**src/vahm_pkg.sv**
```systemverilog
package vahm_pkg;

  // ----------------------------------------------------------------
  // widths and limits
  // ----------------------------------------------------------------
  localparam int MAG_W = 16;                          // magnitude, 0.01 V or 0.01 A units
  localparam int ANG_W = 16;                          // angle, 0.01 degree units
  localparam int TMR_W = 16;                          // hold time in 10 ms steps
  localparam logic [MAG_W-1:0] THR_MIN  = 16'h00C8;   // 2.00 V
  localparam logic [MAG_W-1:0] THR_MAX  = 16'h1388;   // 50.00 V
  localparam logic [TMR_W-1:0] HOLD_MIN = 16'h0002;   // 0.02 s
  localparam logic [TMR_W-1:0] HOLD_MAX = 16'h1388;   // 50.00 s
  localparam logic [1:0]       CH_IL3   = 2'h2;       // third_phase_current reference

  // ----------------------------------------------------------------
  // timing
  // ----------------------------------------------------------------
  localparam int CLK_HZ       = 100_000_000;
  localparam int STEP_MS      = 10;
  localparam int STEP_CYC     = CLK_HZ / 1000 * STEP_MS;
  localparam int STEP_W       = 20;

  // ----------------------------------------------------------------
  // event codes
  // ----------------------------------------------------------------
  localparam logic [3:0] EV_NONE      = 4'h0;
  localparam logic [3:0] EV_EN        = 4'h1;
  localparam logic [3:0] EV_DIS       = 4'h2;
  localparam logic [3:0] EV_ULOW_ON   = 4'h3;
  localparam logic [3:0] EV_ULOW_OFF  = 4'h4;
  localparam logic [3:0] EV_IHIGH_ON  = 4'h5;
  localparam logic [3:0] EV_IHIGH_OFF = 4'h6;
  localparam logic [3:0] EV_FTRK_ON   = 4'h7;
  localparam logic [3:0] EV_FTRK_OFF  = 4'h8;
  localparam logic [3:0] EV_MEM_ON    = 4'h9;
  localparam logic [3:0] EV_MEM_OFF   = 4'hA;
  localparam logic [3:0] EV_BLK_ON    = 4'hB;
  localparam logic [3:0] EV_BLK_OFF   = 4'hC;
  localparam int         EV_N         = 12;

  typedef enum logic [2:0] {
    VAHM_IDLE    = 3'b001,
    VAHM_ACTIVE  = 3'b010,
    VAHM_EXPIRED = 3'b100
  } vahm_state_e;

  typedef struct packed {
    logic [2:0][MAG_W-1:0] mag;   // three voltages in use
    logic [2:0][ANG_W-1:0] ang;
    logic                  ll_mode;
  } vahm_volt_s;

  typedef struct packed {
    logic [2:0][MAG_W-1:0] mag;
  } vahm_curr_s;

  typedef struct packed {
    logic [MAG_W-1:0]      amp;
    logic [2:0][ANG_W-1:0] ang;
    logic                  held;
  } vahm_ref_s;

  typedef struct packed {
    vahm_state_e           st;
    logic                  en_d;
    logic                  blk;
    logic                  ulow;
    logic                  ihigh;
    logic                  ftrk;
    logic                  mem_d;
    logic [STEP_W-1:0]     pre;
    logic [TMR_W-1:0]      tmr;
    logic [2:0][ANG_W-1:0] last_ang;
    vahm_ref_s             ref_o;
    logic                  nondir;
    logic                  fsel_cur;
    logic [1:0]            fsel_ch;
    logic [EV_N-1:0]       ev_pend;
    logic                  ev_vld;
    logic [3:0]            ev_code;
  } vahm_state_s;

endpackage : vahm_pkg

```
**src/vahm_angle_hold.sv**
```systemverilog
`timescale 1ns/1ps
// Notes on behaviour
// RL1: inactive whenever the enable setting is off
// RL2: all used voltages below collapse threshold
// RL3: optional qualifier needs one phase overcurrent
// RL4: collapse threshold clamped to 2..50 V
// RL5: output amplitude equals threshold while active
// RL6: pre-fault angles latched and held while active
// RL7: memory-in-use flag while active
// RL8: block input sampled per program cycle
// RL9: hold time limit 0.02..50 s, then withdraw
// RL10: after expiry request non-directional fallback
// RL11: fixed mode uses nominal 50/60 Hz
// RL12: forced tracking follows third phase current
// RL13: on/off events for low voltage, high current
// RL14: on/off events for current frequency tracking
// RL15: events for enable, memory use, blocking
// RL16: active ends on clear, block or disable
// RL17: no re-activation after expiry until cleared, blocked or disabled
module vahm_angle_hold (
  input  wire logic                       clk,
  input  wire logic                       rst_b,
  input  wire logic                       cycle_start,
  input  wire logic                       func_en,
  input  wire logic                       qual_en,
  input  wire logic                       freq_follow_en,
  input  wire logic                       nominal_60hz,
  input  wire logic                       block_in,
  input  wire logic [vahm_pkg::MAG_W-1:0] thr_level,
  input  wire logic [vahm_pkg::MAG_W-1:0] cur_pickup,
  input  wire logic [vahm_pkg::TMR_W-1:0] hold_limit,
  input  wire vahm_pkg::vahm_volt_s       volt,
  input  wire vahm_pkg::vahm_curr_s       curr,
  output logic                            mem_in_use,
  output vahm_pkg::vahm_ref_s             ref_out,
  output logic                            nondir_req,
  output logic                            fsel_current,
  output logic [1:0]                      fsel_channel,
  output logic                            nominal_60_out,
  output logic                            ev_valid,
  output logic [3:0]                      ev_code
);
  import vahm_pkg::*;

  vahm_state_s s_ff;
  vahm_state_s nxt_s;
  logic        nom_ff;

  // ----------------------------------------------------------------
  // condition detection
  // ----------------------------------------------------------------
  logic [MAG_W-1:0] thr_c;
  logic [TMR_W-1:0] lim_c;
  logic             ulow;
  logic             ihigh;
  logic             cond;
  logic             ftrk;
  logic [EV_N-1:0]  ev_set;

  always_comb begin
    thr_c = thr_level;
    if (thr_level < THR_MIN) begin
      thr_c = THR_MIN;                                         // [RL4]
    end else if (thr_level > THR_MAX) begin
      thr_c = THR_MAX;                                         // [RL4]
    end
    lim_c = hold_limit;
    if (hold_limit < HOLD_MIN) begin
      lim_c = HOLD_MIN;                                        // [RL9]
    end else if (hold_limit > HOLD_MAX) begin
      lim_c = HOLD_MAX;                                        // [RL9]
    end
  end

  // measurement selects line or phase set upstream via ll_mode
  assign ulow  = (volt.mag[0] < thr_c) && (volt.mag[1] < thr_c)
              && (volt.mag[2] < thr_c);                        // [RL2]
  assign ihigh = (curr.mag[0] > cur_pickup) || (curr.mag[1] > cur_pickup)
              || (curr.mag[2] > cur_pickup);
  assign cond  = ulow && (!qual_en || ihigh);                  // [RL3]
  // tracking only while voltages are gone
  assign ftrk  = func_en && freq_follow_en && ulow;            // [RL12]

  // ----------------------------------------------------------------
  // next state
  // ----------------------------------------------------------------
  always_comb begin
    nxt_s        = s_ff;
    ev_set       = '0;
    nxt_s.ulow   = ulow;
    nxt_s.ihigh  = ihigh;
    nxt_s.ftrk   = ftrk;
    nxt_s.en_d   = func_en;
    if (cycle_start) begin
      nxt_s.blk = block_in;                                    // [RL8]
    end

    // prescaler gives 10 ms steps of the hold timer
    if (s_ff.st == VAHM_ACTIVE) begin
      if (s_ff.pre == STEP_W'(STEP_CYC - 1)) begin
        nxt_s.pre = '0;
        nxt_s.tmr = s_ff.tmr + TMR_W'(1);
      end else begin
        nxt_s.pre = s_ff.pre + STEP_W'(1);
      end
    end

    case (s_ff.st)
      VAHM_IDLE: begin
        nxt_s.pre = '0;
        nxt_s.tmr = '0;
        // angles tracked in every idle cycle; frozen on entry
        nxt_s.last_ang = volt.ang;                             // [RL6]
        if (func_en && !s_ff.blk && cond) begin                // [RL1] [RL8]
          nxt_s.st             = VAHM_ACTIVE;
          nxt_s.last_ang       = s_ff.last_ang;                // [RL6]
        end
      end
      VAHM_ACTIVE: begin
        if (!func_en || s_ff.blk || !cond) begin               // [RL16]
          nxt_s.st  = VAHM_IDLE;
          nxt_s.tmr = '0;
          nxt_s.pre = '0;
        end else if (s_ff.tmr >= lim_c) begin                  // [RL9]
          nxt_s.st = VAHM_EXPIRED;
        end
      end
      VAHM_EXPIRED: begin
        if (!func_en || s_ff.blk || !cond) begin               // [RL17]
          nxt_s.st = VAHM_IDLE;
        end
      end
      default: nxt_s.st = VAHM_IDLE;
    endcase

    nxt_s.ref_o.held = (nxt_s.st == VAHM_ACTIVE);              // [RL7]
    if (nxt_s.st == VAHM_ACTIVE) begin
      nxt_s.ref_o.amp = thr_c;                                 // [RL5]
      nxt_s.ref_o.ang = nxt_s.last_ang;                        // [RL6]
    end else begin
      nxt_s.ref_o.amp = '0;                                    // [RL9]
      nxt_s.ref_o.ang = volt.ang;
    end
    nxt_s.nondir   = (nxt_s.st == VAHM_EXPIRED);               // [RL10]
    nxt_s.fsel_cur = ftrk;                                     // [RL12]
    nxt_s.fsel_ch  = ftrk ? CH_IL3 : 2'h0;                     // [RL12]
    // previous flag, so the event logic sees an edge of the held flag
    nxt_s.mem_d    = s_ff.ref_o.held;                          // [RL15]

    // ----------------------------------------------------------------
    // events: edges queue as pending bits, one emitted per clock
    // ----------------------------------------------------------------
    ev_set[EV_EN-1]        = func_en && !s_ff.en_d;            // [RL15]
    ev_set[EV_DIS-1]       = !func_en && s_ff.en_d;            // [RL15]
    ev_set[EV_ULOW_ON-1]   = ulow && !s_ff.ulow;               // [RL13]
    ev_set[EV_ULOW_OFF-1]  = !ulow && s_ff.ulow;               // [RL13]
    ev_set[EV_IHIGH_ON-1]  = ihigh && !s_ff.ihigh;             // [RL13]
    ev_set[EV_IHIGH_OFF-1] = !ihigh && s_ff.ihigh;             // [RL13]
    ev_set[EV_FTRK_ON-1]   = ftrk && !s_ff.ftrk;               // [RL14]
    ev_set[EV_FTRK_OFF-1]  = !ftrk && s_ff.ftrk;               // [RL14]
    ev_set[EV_MEM_ON-1]    = s_ff.ref_o.held && !s_ff.mem_d;   // [RL15]
    ev_set[EV_MEM_OFF-1]   = !s_ff.ref_o.held && s_ff.mem_d;   // [RL15]
    ev_set[EV_BLK_ON-1]    = nxt_s.blk && !s_ff.blk;           // [RL15]
    ev_set[EV_BLK_OFF-1]   = !nxt_s.blk && s_ff.blk;           // [RL15]

    nxt_s.ev_vld  = 1'b0;
    nxt_s.ev_code = EV_NONE;
    nxt_s.ev_pend = s_ff.ev_pend;
    for (int i = 0; i < EV_N; i++) begin
      if (!nxt_s.ev_vld && s_ff.ev_pend[i]) begin
        nxt_s.ev_vld     = 1'b1;
        nxt_s.ev_code    = 4'(i + 1);
        nxt_s.ev_pend[i] = 1'b0;
      end
    end
    // a new edge in the emitting cycle wins over the clear
    nxt_s.ev_pend = nxt_s.ev_pend | ev_set;
  end

  // ----------------------------------------------------------------
  // registers
  // ----------------------------------------------------------------
  always_ff @(posedge clk or negedge rst_b) begin
    if (!rst_b) begin
      s_ff          <= '0;
      s_ff.st       <= VAHM_IDLE;
      nom_ff        <= 1'b0;
    end else begin
      s_ff          <= nxt_s;
      nom_ff        <= nominal_60hz;                           // [RL11]
    end
  end

  assign mem_in_use     = s_ff.ref_o.held;
  assign ref_out        = s_ff.ref_o;
  assign nondir_req     = s_ff.nondir;
  assign fsel_current   = s_ff.fsel_cur;
  assign fsel_channel   = s_ff.fsel_ch;
  assign nominal_60_out = nom_ff;
  assign ev_valid       = s_ff.ev_vld;
  assign ev_code        = s_ff.ev_code;

endmodule : vahm_angle_hold

```
**config.mk**
```make
export PLATFORM = sky130hd
export DESIGN_NAME = vahm_angle_hold
export DESIGN_NICKNAME = d
export VERILOG_FILES = /design/src/vahm_pkg.sv /design/src/vahm_angle_hold.sv
export SDC_FILE = /design/constraint.sdc
export NUM_CORES = 1
export LEC_CHECK = 0
export CAP_MARGIN = 5
export CORE_MARGIN = 5
export CORE_UTILIZATION = 30
export CTS_BUF_LIST = sky130_fd_sc_hd__clkbuf_8
export DETAILED_ROUTE_END_ITERATION = 16
export DONT_BUFFER_PORTS = 1
export GPL_TIMING_DRIVEN = 0
export PLACE_DENSITY = 0.43
export REMOVE_ABC_BUFFERS = 1
export SKIP_LAST_GASP = 1
export SLEW_MARGIN = 10
export SYNTH_ARGS = -nofsm -noshare
export SYNTH_HDL_FRONTEND = slang
export SYNTH_SLANG_ARGS = --single-unit
```
**constraint.sdc**
```tcl
create_clock -name clk -period 4.3 [get_ports clk]
set_clock_uncertainty 0.1 [all_clocks]
set_input_delay 0 -clock clk [delete_from_list [all_inputs] [get_ports clk]]
set_output_delay 0 -clock clk [all_outputs]
set_load 0.02 [all_outputs]
```
== Word-level counts from Yosys, hierarchy flattened ==
Cells that the tools add are included.

* Eq/ne operators: 6
* Order comparisons: 11
* Reduce and logical (&&, ||, !) cells: 60
* Add/sub/neg operators: 2
* Bitwise logic cells: 1
* Multiplexer cells: 42

{| class="wikitable"
|+ Operators with widths
! operator !! count
|-
| 48-bit 2-to-1 mux || 2
|-
| 16-bit 2-to-1 mux || 5
|-
| 36-bit 2-to-1 mux || 2
|-
| 36-bit case mux with 2 select lines || 1
|-
| 64-bit 2-to-1 mux || 1
|-
| 5-bit 2-to-1 mux || 12
|-
| 16-bit > comparator || 3
|-
| 16-bit less-than comparator || 3
|-
| 16-bit by 13-bit > comparator with 1-bit output (second input constant) || 2
|-
| 1-bit logical AND || 30
|-
| 1-bit zero test || 25
|-
| 20-bit by 1-bit adder with 20-bit output (second input constant) || 1
|-
| 20-bit equality test (second input constant) || 1
|-
| 20-bit 2-to-1 mux || 1
|-
| 16-bit by 1-bit adder with 16-bit output (second input constant) || 1
|-
| 16-bit greater-or-equal comparator || 1
|-
| 16-bit by 2-bit less-than comparator with 1-bit output (second input constant) || 1
|-
| 16-bit by 8-bit less-than comparator with 1-bit output (second input constant) || 1
|-
| 1-bit 2-to-1 mux || 12
|-
| 3-bit 2-to-1 mux || 4
|-
| 12-bit OR || 1
|-
| 3-bit case mux with 3 select lines || 1
|-
| 3-bit by 2-bit equality test with 1-bit output (second input constant) || 2
|-
| 3-bit equality test (second input constant) || 2
|-
| 3 further kinds || 7
|}

* Bits of input ports: 201
* Flip-flop bits (word level): 179
* Logic and storage cells: 145
* Output and inout port bits: 76

== Longest topological paths before layout ==
* Word-level depth: 35
* Mapped depth: 16
* Mapped depth without buffers: 14

== Worst setup path after synthesis ==
Ideal clock, no wire load.

* Kind: input port to flip-flop
* From: in thr_level[14] in the netlist's numbering
* To: reg s_ff, in the netlist ref_out[10]
* Data arrival time: 3251 ps
* Required time: 4075 ps
* Path buffers: 2
* Stages on the path: 15
* Setup slack: 824 ps
* Setup time: 125 ps
* Cell sequence: nor3_1 -> nand2_1 -> nor3_1 -> nand2_1 -> ha_1 -> a21oi_1 -> o21ai_0 -> a221oi_1 -> o32ai_1 -> nor3_4 -> o311a_4 -> nor2b_4 -> buf_6 -> buf_12 -> mux2_4

{| class="wikitable"
|+ RTL lines
! element !! line !! source
|-
| start, declared || vahm_angle_hold.sv:29 || <nowiki>input wire logic [vahm_pkg::MAG_W-1:0] thr_level,</nowiki>
|-
| end signal, assigned || vahm_angle_hold.sv:189 || <nowiki>s_ff <= nxt_s;</nowiki>
|-
| end, declared || vahm_angle_hold.sv:45 || <nowiki>vahm_state_s s_ff;</nowiki>
|}

==> flow_metrics.tcl <==
set metrics [dict create \
    initial_core_util_pct 30.10 \
    end_kind "flip-flop" \
    fillCellCount 3554 \
    die_h_um 198.2 \
    outcome "finished clean" \
    swShare_pct 29.55 \
    setup_violations 0 \
    cp_top_family "compound AO/OA/AOI/OAI gates" \
    die_x_um 198.2 \
    report.final.hold_viol_count 0 \
    htree_levels 4 \
    core_area_mm2 0.03531 \
    syn_area_mm2 0.01063 \
    wl_met3_mm 2.350 \
    timing.final.crit_share_pct 91.08 \
    p_int_mw 2.677 \
    routed_via_density 4.738 \
    highest_layer "met5" \
    utilization_pct 33.63 \
    stdcell_count 1455 \
    synth.distinct_cells 73 \
    cts_tree "built" \
    drive_gt1_share_pct 15.51 \
    cts_made_buffers 17 \
    grt_pass1_wl_mm 40.37 \
    gr-total-overflow 0 \
    fp.dieArea_mm2 0.03929 \
    power.density_mw_per_mm2 320.1 \
    cts-root-buf "clkbuf_8" \
    rr_startpoint "s_ff[139]" \
    cp_max_fo 48 \
    netlist_instances 951 \
    wl_met1_mm 10.54 \
    rsz0062_at_grt "no" \
    wl_met2_mm 12.77 \
    cp_common_cell "a21oi_1" \
    post_drt_wl_per_cell_um 17.94 \
    dp.cells 1341 \
    r2r_end "ref_out[53]" \
    slew_headroom_pct 40.51 \
    drt_iter0_markers 251 \
    port-buffer-count 0 \
    max_freq_ghz 0.2553 \
    synth-seq-cells 177 \
    drc 0 \
    critical_path_required_ns 4.54 \
    leakage_nw 5.160 \
    ff_latch_area_mm2 0.004431 \
    path_buf_inv 0 \
    antenna_left 0 \
    holdWs_ns 0.05955 \
    area_growth_pct 11.73 \
    p_sw_mw 1.123 \
    hold_end "ref_out[51]" \
    antenna_found_initial 2 \
    hold_depth 3 \
    p_comb_share_pct 16.2 \
    io-pin-count 277 \
    synthFlopType "dfrtp_1" \
    track_usage_pct 12.98 \
    synth_warnings 0 \
    hp-start "thr_level[12]" \
    async_flop_share_pct 100.0 \
    setup_tns_ns 0 \
    synth.avg_cell_area_um2 11.18 \
    crit_chain "o31ai_4 > a21oi_1 > o31ai_1 > nand2_1 > nor3_2 > ha_1 > a21oi_1 > o21ai_0 > a221oi_1 > o32ai_1 > nor3_4 > o311a_4 > nand2b_4 > mux2_2" \
    worst_pin_slew_ns 0.8924 \
    synth_edf_count 0 \
    clk_pin_slew_ns 0.10 \
    drt-total-wl_mm 26.10 \
    core.rowCount 69 \
    cts_num_sinks 177 \
    hpwl_mm 19.85 \
    grt_pass1_vias 7254 \
    seq_power_share_pct 52.2 \
    grt_max_degree 178 \
    p_clk_share_pct 31.7 \
    slowest_stage "nand2b_4" \
    maxSlewViolCount 0 \
    cp-start-kind "primary input" \
    min_period_ns 3.916 \
    seq_area_frac_synth_pct 41.69 \
    slowest_delay_ns 0.70 \
    crit_arrival_ns 4.15 \
    critPathKind "in2reg" \
    clk_path_buf_depth 2 \
    ff2ff_path_depth 10 \
    num_vias 6894 \
    finish.net_count 1292 \
    peakVddDrop_mv 0.1978 \
    clk_latency_ns 0.46 \
    hp-class "in2reg" \
    firstDrtPassIters 4 \
    gp_congestion 0.8676 \
    r2r_slack_ns 1.02 \
    drv_cap 0 \
    multi_input_area_mm2 0.005400 \
]
[worst max-delay path by stage]
stage                  start          end  slack (ns)  cells past startpoint
5_1_grt         thr_level[0]     s_ff[94]        0.12                     14
6_report        thr_level[0]    s_ff[110]        0.38                     14
4_1_cts        thr_level[14]  ref_out[50]        0.12                     15
3_5_place_dp   thr_level[14]   ref_out[1]       -0.66                     15
2_1_floorplan  thr_level[14]   ref_out[1]       -0.14                     13
3_3_place_gp   thr_level[14]   ref_out[1]       -1.81                     13
[sequential cells by signal (all words and copies together) (netlist names)]
name            count
mem_in_use          1
ev_code             4
ev_valid            1
ref_out            64
nondir_req          1
s_ff              104
nominal_60_out      1
fsel_channel        1
[synthesized netlist by cell type, types with 3 or more instances]
master,n,area (um^2)
nand2b_1,5,31.28
nand2_1,59,221.5
mux2_4,66,991.0
o22ai_1,4,25.02
nor3_1,23,115.1
dfrtp_1,176,4404
nor2_1,68,255.2
nor2b_1,15,93.84
buf_2,4,20.02
or3_1,4,25.02
xor2_1,12,105.1
o31ai_1,4,30.03
xnor2_1,21,183.9
inv_1,41,153.9
nor4_1,14,87.58
o21ai_0,38,190.2
nor3b_1,3,22.52
a21o_1,6,45.04
buf_12,4,80.08
a22o_1,4,35.03
buf_8,3,45.04
and3_1,11,68.82
and4_1,3,26.28
buf_4,74,555.5
nand3_1,16,80.08
o21a_1,4,30.03
mux2_2,30,337.8
a21oi_1,41,205.2
ha_1,111,1389
nand4_1,25,156.4
a211oi_1,8,60.06
o211ai_1,3,22.52
[routing by layer]
metal / vias up / track usage (%)
met5: - / 0
li1: 3368 / -
met2: 200 / 22.15
met3: 24 / 5.394
met1: 3300 / 15.28
met4: 2 / 3.009
[per-stage QoR]
step | power, mW | worst slack (ns) | area (um^2)
global route | 4.020 | 0.1214 | 11870
global placement | 2.524 | -1.807 | 10530
floorplan | 2.391 | -0.1410 | 9950
detailed placement | 2.540 | -0.6606 | 10620
CTS | 3.880 | 0.1240 | 11850
finish | 3.800 | 0.3837 | 11870
[cells by family after synthesis]
family | count (synthesis) | synth area share (%)
adders and majority gates | 111 | 13.07
DFF | 177 | 41.69
muxes | 97 | 12.60
AOI/OAI and AO/OA | 136 | 8.441
other | 2 | 0.07066
xor gates and xnor gates | 33 | 2.720
buffers and inverters | 130 | 8.324
and+or+nand+nor | 265 | 13.09
[cell type report]
type                       count  area share, %
antenna                        1        0.02107
clock buffer                  18          2.086
clock inverter                14          1.296
inverter                      41          1.296
multi-input combinational    658          45.48
sequential                   177          37.31
tap                          461          4.858
timing repair buffer          85          7.650
[timing repair]
| action | 4_1_cts | 5_1_grt |
|---|---|---|
| setup endpoints to repair | 61 | 37 |
| buffers inserted | 0 | 1 |
| resized for setup | 2 | 3 |
| hold endpoints to repair | 305 | 0 |
| hold buffers | 80 | 0 |
[layout by cell type (no fill, tap or decap), drive strengths merged, types with 6 or more instances in the layout]
master	count
nor2b	16
a21o	6
xor2	12
mux2	96
a21oi	41
nor3	25
nor4	15
dfrtp	176
inv	48
dlygate4sd3	79
nand2b	6
nand2	59
buf	6
ha	111
a211oi	9
and3	11
o21ai	38
clkbuf	18
nand4	26
nand3	16
conb	16
nor2	68
xnor2	21
[power by group through the flow]
stage / registers [mW] / logic (mW) / clock network (mW)
after global routing: 2.00 / 0.694 / 1.32
after floorplan: 1.98 / 0.414 / 0
after CTS: 1.98 / 0.628 / 1.27
after detailed placement: 2.02 / 0.523 / 0
final: 1.98 / 0.615 / 1.20
after global placement: 2.02 / 0.508 / 0
[tightest hold or removal path: stages]
cell	delay [ns]
nor3b_4	0.04
nor3_4	0.30
and3_1	0.23
Power figures use the tool's default switching activity.
